===== src/msf_pkg.sv =====
// package: offsets, field positions, reset values and carriers for the status and flag bytes
package msf_pkg;

	localparam int unsigned ADDR_W   = 8;
	localparam int unsigned DATA_W   = 8;
	localparam int unsigned CHAN_N   = 4;

	// byte offsets in the lower page
	localparam logic [7:0] OFF_REVISION   = 8'h01;
	localparam logic [7:0] OFF_STATUS     = 8'h02;
	localparam logic [7:0] OFF_LOS_FLAGS  = 8'h03;
	localparam logic [7:0] OFF_FAULT      = 8'h04;
	localparam logic [7:0] OFF_LOCK_LOSS  = 8'h05;

	// status byte fields
	localparam int unsigned STS_FLAT_MEM_BIT   = 2;
	localparam int unsigned STS_INT_PIN_BIT    = 1;
	localparam int unsigned STS_NOT_READY_BIT  = 0;

	// nibble positions inside the flag bytes (channel 1 at the low bit)
	localparam int unsigned HI_NIBBLE_LSB = 4;
	localparam int unsigned LO_NIBBLE_LSB = 0;

	// values after reset and for unmapped reads
	localparam logic [7:0] FLAGS_RESET   = 8'h00;
	localparam logic [7:0] UNMAPPED_DATA = 8'h00;
	localparam logic [7:0] RD_DATA_RESET = 8'h00;

	// read answer lands one cycle after the strobe
	localparam int unsigned RD_LATENCY_CYCLES = 1;

	// per-channel live condition inputs, bit 0 is channel 1
	typedef struct packed {
		logic [3:0] rx_los;
		logic [3:0] tx_eq_fault;
		logic [3:0] tx_laser_fault;
		logic [3:0] tx_unlock;
		logic [3:0] rx_unlock;
	} msf_cond_s;

	// byte read from the serial protocol engine
	typedef struct packed {
		logic       strobe;
		logic [7:0] addr;
	} msf_rd_req_s;

	typedef struct packed {
		logic       valid;
		logic [7:0] data;
	} msf_rd_rsp_s;

endpackage


===== src/msf_flag_latch.sv =====
// one byte of sticky flags: set by live conditions, cleared by a read or the module reset pin
`timescale 1ns/1ps

module msf_flag_latch #(
	parameter int unsigned WIDTH = 8
) (
	input  wire logic             clk,
	input  wire logic             reset,
	input  wire logic [WIDTH-1:0] cond,
	input  wire logic [WIDTH-1:0] supported,
	input  wire logic             read_clear,
	input  wire logic             pin_clear,
	output logic      [WIDTH-1:0] flags
);

	genvar i;
	generate
		for (i = 0; i < WIDTH; i++)
		begin : g_bit
			logic bit_reg;
			logic bit_next;
			logic set_w;

			// unsupported bits never set, so they read zero and stay off the interrupt
			assign set_w = cond[i] & supported[i];
			// pin clear dominates; a set in the read-clear cycle survives the clear
			assign bit_next = pin_clear ? 1'b0 : (set_w | (bit_reg & ~read_clear));

			always_ff @(posedge clk or posedge reset)
			begin
				if (reset)
					bit_reg <= msf_pkg::FLAGS_RESET[0];
				else
					bit_reg <= bit_next;
			end

			assign flags[i] = bit_reg;
		end
	endgenerate

endmodule // msf_flag_latch


===== src/msf_status_flags.sv =====
// status bytes and latched channel flag bytes of the module management lower page
//
// Summary of operation
// - byte 1 returns fixed revision compliance code
// - byte 2 bit 2 reports flat or paged memory
// - byte 2 bit 1 mirrors interrupt pin level
// - byte 2 bit 0 high until monitors ready
// - bytes 3 to 5 form latched flag field
// - flag bits are zero after reset, normally
// - defined conditions set their flag bits
// - flags stay set until a covering read
// - module reset pin clears every latched flag
// - byte 3 low nibble holds rx signal loss
// - byte 3 high nibble tx loss, unsupported
// - byte 4 high nibble holds equalizer faults
// - byte 4 low nibble holds laser faults
// - byte 5 high nibble tx recovery unlock
// - byte 5 low nibble rx recovery unlock
// - bytes reached individually over the serial bus
`timescale 1ns/1ps

module msf_status_flags #(
	parameter logic [7:0] REVISION_CODE = 8'h07,
	parameter logic       FLAT_MEM      = 1'b0,
	parameter logic       EQ_SUPPORTED  = 1'b1
) (
	input  wire logic                  clk,
	input  wire logic                  reset,
	input  wire logic                  module_reset_n,
	input  wire logic                  monitor_ready,
	input  wire msf_pkg::msf_cond_s    cond,
	input  wire msf_pkg::msf_rd_req_s  rd_req,
	output msf_pkg::msf_rd_rsp_s       rd_rsp,
	output logic                       interrupt_out_n
);

	logic [7:0] los_flags;
	logic [7:0] fault_flags;
	logic [7:0] lock_flags;
	logic [7:0] los_cond;
	logic [7:0] fault_cond;
	logic [7:0] lock_cond;
	logic [7:0] los_supported;
	logic [7:0] fault_supported;
	logic [7:0] status_byte;
	logic [7:0] rd_mux;
	logic       hit_los;
	logic       hit_fault;
	logic       hit_lock;
	logic       hit_rev;
	logic       hit_status;
	logic       pin_clear;
	logic       any_flag;
	logic       int_n_reg;
	logic       not_ready_reg;
	logic       rd_valid_reg;
	logic [7:0] rd_data_reg;

	// the serial engine hands one strobe per byte, so each location decodes alone
	assign hit_rev    = rd_req.strobe && (rd_req.addr == msf_pkg::OFF_REVISION);
	assign hit_status = rd_req.strobe && (rd_req.addr == msf_pkg::OFF_STATUS);
	assign hit_los    = rd_req.strobe && (rd_req.addr == msf_pkg::OFF_LOS_FLAGS);
	assign hit_fault  = rd_req.strobe && (rd_req.addr == msf_pkg::OFF_FAULT);
	assign hit_lock   = rd_req.strobe && (rd_req.addr == msf_pkg::OFF_LOCK_LOSS);
	assign pin_clear  = ~module_reset_n;

	// tx signal loss is not detected in this module, those bits are tied off
	assign los_cond      = {4'h0, cond.rx_los};
	assign los_supported = {4'h0, 4'hf};
	assign fault_cond    = {cond.tx_eq_fault, cond.tx_laser_fault};
	assign fault_supported = {{4{EQ_SUPPORTED}}, 4'hf};
	assign lock_cond     = {cond.tx_unlock, cond.rx_unlock};

	msf_flag_latch #(
		.WIDTH (8)
	) u_los (
		.clk        (clk),
		.reset      (reset),
		.cond       (los_cond),
		.supported  (los_supported),
		.read_clear (hit_los),
		.pin_clear  (pin_clear),
		.flags      (los_flags)
	);

	msf_flag_latch #(
		.WIDTH (8)
	) u_fault (
		.clk        (clk),
		.reset      (reset),
		.cond       (fault_cond),
		.supported  (fault_supported),
		.read_clear (hit_fault),
		.pin_clear  (pin_clear),
		.flags      (fault_flags)
	);

	msf_flag_latch #(
		.WIDTH (8)
	) u_lock (
		.clk        (clk),
		.reset      (reset),
		.cond       (lock_cond),
		.supported  (8'hff),
		.read_clear (hit_lock),
		.pin_clear  (pin_clear),
		.flags      (lock_flags)
	);

	// masks live outside this block, so any latched flag pulls the pin; host then reads flags
	assign any_flag = |{los_flags, fault_flags, lock_flags};

	always_ff @(posedge clk or posedge reset)
	begin
		if (reset)
			int_n_reg <= 1'b1;
		else
			int_n_reg <= ~any_flag;
	end

	assign interrupt_out_n = int_n_reg;

	// sticky once low: monitors do not become unready again without a full reset
	always_ff @(posedge clk or posedge reset)
	begin
		if (reset)
			not_ready_reg <= 1'b1;
		else if (monitor_ready)
			not_ready_reg <= 1'b0;
	end

	always_comb
	begin
		status_byte = 8'h00;
		status_byte[msf_pkg::STS_FLAT_MEM_BIT]  = FLAT_MEM;
		status_byte[msf_pkg::STS_INT_PIN_BIT]   = int_n_reg;
		status_byte[msf_pkg::STS_NOT_READY_BIT] = not_ready_reg;
	end

	// value returned is the pre-clear content, so the read sees what it clears
	assign rd_mux = hit_rev    ? REVISION_CODE :
	                hit_status ? status_byte :
	                hit_los    ? los_flags :
	                hit_fault  ? fault_flags :
	                hit_lock   ? lock_flags :
	                msf_pkg::UNMAPPED_DATA;

	always_ff @(posedge clk or posedge reset)
	begin
		if (reset)
		begin
			rd_valid_reg <= 1'b0;
			rd_data_reg  <= msf_pkg::RD_DATA_RESET;
		end
		else
		begin
			rd_valid_reg <= rd_req.strobe;
			if (rd_req.strobe)
				rd_data_reg <= rd_mux;
		end
	end

	assign rd_rsp.valid = rd_valid_reg;
	assign rd_rsp.data  = rd_data_reg;

endmodule // msf_status_flags


===== config.mk =====
export PLATFORM = sky130hd
export DESIGN_NAME = msf_status_flags
export DESIGN_NICKNAME = d
export VERILOG_FILES = /design/src/msf_pkg.sv /design/src/msf_flag_latch.sv /design/src/msf_status_flags.sv
export SDC_FILE = /design/constraint.sdc
export NUM_CORES = 1
export LEC_CHECK = 0
export BUFFER_PORTS_ARGS = -buffer_cell sky130_fd_sc_hd__buf_2
export CAP_MARGIN = 20
export CORE_UTILIZATION = 34
export DETAILED_ROUTE_END_ITERATION = 8
export PLACE_DENSITY = 0.55
export SETUP_SLACK_MARGIN = 0.5
export SYNTH_ARGS = -nofsm -noshare
export SYNTH_HDL_FRONTEND = slang
export SYNTH_HIERARCHICAL = 1
export SYNTH_SLANG_ARGS = --single-unit

===== constraint.sdc =====
create_clock -name clk -period 1.2 [get_ports clk]
set_input_delay 0 -clock clk [delete_from_list [all_inputs] [get_ports clk]]
set_output_delay 0 -clock clk [all_outputs]
set_load 0.02 [all_outputs]

# --- Word-level counts from Yosys, hierarchy flattened ---
# Index checks and enable logic that the tools add are counted.
op_classes:
  eq_ne: 5
  mux: 29
  n_bitwise: 48
  n_reduce_logical: 6
op_table:
  columns: ["op", "count"]
  rows:
  - ["$mux 8", 5]
  - ["$and 1x1->1", 24]
  - ["$mux 1", 24]
  - ["$reduce_or 24->1", 1]
  - ["$or 1x1->1", 20]
  - ["$eq 8x2->1 const B", 2]
  - ["$eq 8x3->1 const B", 2]
  - ["$eq 8x1->1 const B", 1]
  - ["$logic_and 1x1->1", 5]
  - ["$not 1->1", 4]
word_totals:
  ff_bits: 35
  input_bits: 33
  out_inout_bits: 10
  word_cells: 116

# --- Longest topological paths before layout ---
depth:
  word_depth: 7
  depth_mapped: 6
  ltp_nobuf: 5

# --- Modules after synthesis ---
# The synthesis kept the hierarchy.
modules_own_cells:
  columns: ["mod", "instances", "cells_each", "area_each_um2", "seq_area_each_um2"]
  rows:
  - ["msf_flag_latch", 3, 42, 407.9, 200.2]
  - ["msf_status_flags", 1, 80, 785.8, 277.8]

# --- Least setup slack after synthesis ---
# Ideal clock, no wire load.
synth_timing:
  path_type: "input -> register"
  from: "input rd_req[8] (netlist bit)"
  to: "register u_fault.g_bit[2].bit_reg"
  setup_time_ps: 123
  t_arrival_ps: 1041
  required_ps: 1077
  path_slack_ps: 36
  cell_stages: 6
  path_buffers: 1
  path_cell_list: "buf_6 -> nor4b_4 -> nand2_4 -> nor3b_2 -> nand2b_4 -> a21oi_2"
synth_between:
  elab_chain_len: 5
synth_lines:
  columns: ["element", "line", "text"]
  rows:
  - ["from (decl)", "msf_status_flags.sv:32", "input wire msf_pkg::msf_rd_req_s rd_req,"]
  - ["$logic_and 1x1->1", "msf_status_flags.sv:63", "assign hit_fault = rd_req.strobe && (rd_req.addr == msf_pkg::OFF_FAULT);"]
  - ["named net hit_fault", "msf_status_flags.sv:48", "logic hit_fault;"]
  - ["$not 1->1", "msf_flag_latch.sv:27", "assign bit_next = pin_clear ? 1'b0 : (set_w | (bit_reg & ~read_clear));"]
  - ["$and 1x1->1", "msf_flag_latch.sv:27", null]
  - ["$or 1x1->1", "msf_flag_latch.sv:27", null]
  - ["$mux 1", "msf_flag_latch.sv:27", null]
  - ["named net u_fault.g_bit[2].bit_next", "msf_flag_latch.sv:21", "logic bit_next;"]
  - ["to (signal assigned)", "msf_flag_latch.sv:32", "bit_reg <= msf_pkg::FLAGS_RESET[0];"]
  - ["to (signal assigned)", "msf_flag_latch.sv:34", "bit_reg <= bit_next;"]
  - ["to (decl)", "msf_flag_latch.sv:20", "logic bit_reg;"]
# The timed path passes the listed nets, and every way through them passes these cells.
# A chain may end at the register's enable or synchronous reset.

# --- Worst setup path after layout ---
layout_timing:
  from: "register u_fault.g_bit[1].bit_reg"
  to: "register rd_data_reg[1]"
layout_between:
  elab_chain_len: 4
layout_lines:
  columns: ["element", "line", "text"]
  rows:
  - ["from (decl)", "msf_flag_latch.sv:20", null]
  - ["from (signal assigned)", "msf_flag_latch.sv:32", null]
  - ["from (signal assigned)", "msf_flag_latch.sv:34", null]
  - ["$mux 8", "msf_status_flags.sv:144", "hit_fault ? fault_flags :"]
  - ["$mux 8", "msf_status_flags.sv:143", "hit_los ? los_flags :"]
  - ["$mux 8", "msf_status_flags.sv:142", "hit_status ? status_byte :"]
  - ["$mux 8", "msf_status_flags.sv:141", "assign rd_mux = hit_rev ? REVISION_CODE :"]
  - ["to (signal assigned)", "msf_status_flags.sv:153", "rd_data_reg <= msf_pkg::RD_DATA_RESET;"]
  - ["to (signal assigned)", "msf_status_flags.sv:159", "rd_data_reg <= rd_mux;"]
  - ["to (decl)", "msf_status_flags.sv:57", "logic [7:0] rd_data_reg;"]
# No other way between the ends.

==> results by group <==
Run status
  – Status: completed

Routing
  – Number of remaining DRC errors: 0
  – TritonRoute pass-1 iters: 4
  – Remaining antenna violation count: 0
  – First DRT Iteration DRCs: 58
  – DR vias: 1,657
  – Total wire length: 4760 um
  – Vias per Instance: 4.49
  – DR WL/cell: 12.9 um

Timing
  – Final setup violation count: 0
  – Pins Over Slew Limit: 0
  – Clock Skews: 0.00430 ns
  – Fin Setup TNS: 0 ns
  – RSZ-0062 raised after global routing: true
  – Final worst-path cycle share: 0.926
  – Hold Vio Cnt, Final: 0
  – Max Clock Freq: 900 MHz
  – Tmin final: approximately 1.1 ns
  – Final setup slack of the worst path: a little under 0.09 ns

Cells and area
  – Layout fillers: 524
  – Final Net Count: 329
  – Final instance area: 0.00305 mm2
  – Antenna diode count: 0
  – Fin util: 0.544
  – Count of non-filler cells in the finished layout: 369
  – Layout cell share with drive strength beyond 1: 0.471
  – Area Overhead vs Synth: 51.7%

Yosys
  – Avg Cell Area, Syn: ~9.8 um2
  – Post-synth top area cell: dfrtp_1
  – EDFF count, synth: 0
  – Synth cell count leaders: dfrtp_1 (33), buf_4 (26), nand2_1 (26)
  – Number of distinct library cells after synthesis: 37
  – Sequential fraction of the synthesis area: 0.437
  – FF+latch count, synth: 35
  – Top cells by area, synth: dfrtp_1 (41%), buf_4 (9.7%), nand2b_1 (6.8%)
  – Yosys top cell area share: 0.411
  – Share of flip-flops with an asynchronous set or reset: 1.00
  – Count leader, synth: dfrtp_1
  – Ys flop type: dfrtp_1
  – Post-synthesis cell area: 0.00201 mm2
  – Synth warn: 6
  – Syn Inst Count: between 200 and 250

Setup path
  – Crit path from: u_fault/g_bit[1].bit_reg$_DFF_PP0_
  – Crit end category: flip-flop
  – Startpoint Class: flip-flop
  – Reg2reg start: u_fault/g_bit[1].bit_reg$_DFF_PP0_
  – Critical-path maximum fanout: 3
  – CP Data Arrival Time: around 1.3 ns
  – Worst r2r path cells: 3
  – Critical Path RT: 1.34 ns
  – Setup CP Type: flip-flop to flip-flop

Clock tree
  – Clock root buffer: clkbuf_8
  – CTS clk-pin slew, worst paths: ~0.070 ns
  – Clock Latency Late Sink: 0.28 ns
  – TritonCTS clock tree: done
  – Sinks on Clock Net: 35
  – H-tree depth: 2
  – Clk buf depth: 2
  – Number of buffers created by CTS: 5

Placed design
  – Port-buffer cells: 42
  – Pre-CTS setup slack: -0.103 ns
  – Post-DP HPWL: 3340 um
  – GPL Wtd Cong: between 0.7 and 0.8
  – Placed Instances: 328
  – Placed cell area: between 0.002 and 0.0025 mm2

Global routing
  – GRT overflow: 0
  – First-pass GRT wire length: 7990 um
  – Pin count of the biggest net entering global routing: 25
  – GRT Overall Usage: 0.173
  – Number of global-route vias before repair: 1,685
  – Initial antenna violation count: 0

Floorplanning
  – Die W: 78.9 um
  – Die area: 0.00622 mm2
  – Floorplan row count: 27
  – Initial Utilization: 0.358
  – Num ports: 43
  – Core Area: 0.00561 mm2
  – DIE HEIGHT: 78.9 um

Hold path
  – Min-Delay Path Depth: 2
  – Min-delay worst type: input port to flip-flop
  – Min-delay src: rd_req[8]

Flow run
  – Max-Cap Viols: 0

Power
  – Worst VDD drop: around 0.47 mV
  – Leakage Power: 0.00136 uW
  – Power Density: 956 mW/mm2
## report_power, final
group / total [uW] / internal (uW) / switching (uW) / leakage (uW)
Combinational: 520 / 284 / 236 / 0.000840
Clock: 1090 / 672 / 416 / 0.0000612
Sequential: 1300 / 1240 / 68.4 / 0.000459
## kinds of logic after synthesis
kind of cell	after synthesis	share of synthesized area
AOI/OAI and AO/OA	42	0.149
buffers and inverters	45	0.139
DFF	35	0.437
muxes	4	0.0224
other	2	0.00374
and+or+nand+nor	78	0.248
## critical path: stages, from the launching register on
cell	delay [ns]
dfrtp_1	0.41
nor4bb_1	0.15
o311ai_1	0.24
o221ai_1	0.17
## through the flow
stage          hold WS [ns]  total power (uW)
5_1_grt              0.0368              3050
2_1_floorplan        -0.184              1600
3_5_place_dp         0.0127              1670
6_report             0.0214              2910
3_3_place_gp         0.0210              1670
4_1_cts              0.0239              2900
## final timing paths
path	end	slack (ns)
setup / recovery	rd_data_reg[1]$_DFFE_PP0P_	0.09
hold / removal	rd_valid_reg$_DFF_PP0_	0.02
setup reg to reg	rd_data_reg[1]$_DFFE_PP0P_	0.09
hold reg to reg	not_ready_reg$_DFFE_PP1P_	0.48
max in group asynchronous	u_los/g_bit[3].bit_reg$_DFF_PP0_	0.68
min in group asynchronous	rd_data_reg[7]$_DFFE_PP0P_	0.25
## placed cells by master, fill, tap and decap left out, types with 4 or more instances in the layout
cell type,count
inv_1,12
nor4_2,4
nor4bb_1,4
nand2b_4,18
mux2_4,4
buf_4,25
buf_6,12
conb_1,28
clkbuf_8,6
a22oi_2,4
o22ai_1,5
nand2b_1,7
buf_2,30
dfrtp_1,33
a21oi_1,5
nand2_1,26
dlygate4sd3_1,22
a21oi_2,19
## layout make-up
class	count	area (um2)	area share
Clock buffer	6	82.6	0.0271
Clock inverter	2	35.0	0.0115
Sequential cell	35	878	0.288
Tap cell	72	90.1	0.0296
Inverter	13	52.6	0.0172
Timing Repair Buffer	89	693	0.227
Multi-Input combinational cell	152	1220	0.399
## what timing repair did
action | CTS | global route
buffers inserted | 6 | 5
resized for setup | 50 | 16
hold endpoints to repair | 54 | 0
hold buffers | 22 | 0
endpoints found under the setup margin | 44 | 55
pin swaps | 19 | 9
## layer usage
layer	up-vias	GRT usage	share of wire
met2	42	0.289	0.51
met1	772	0.215	0.43
met4	0	0.0709	0.020
li1	834	-	-
met5	-	0	0
met3	9	0.0402	0.037
Note: power is estimated with default switching activity, not from simulation.
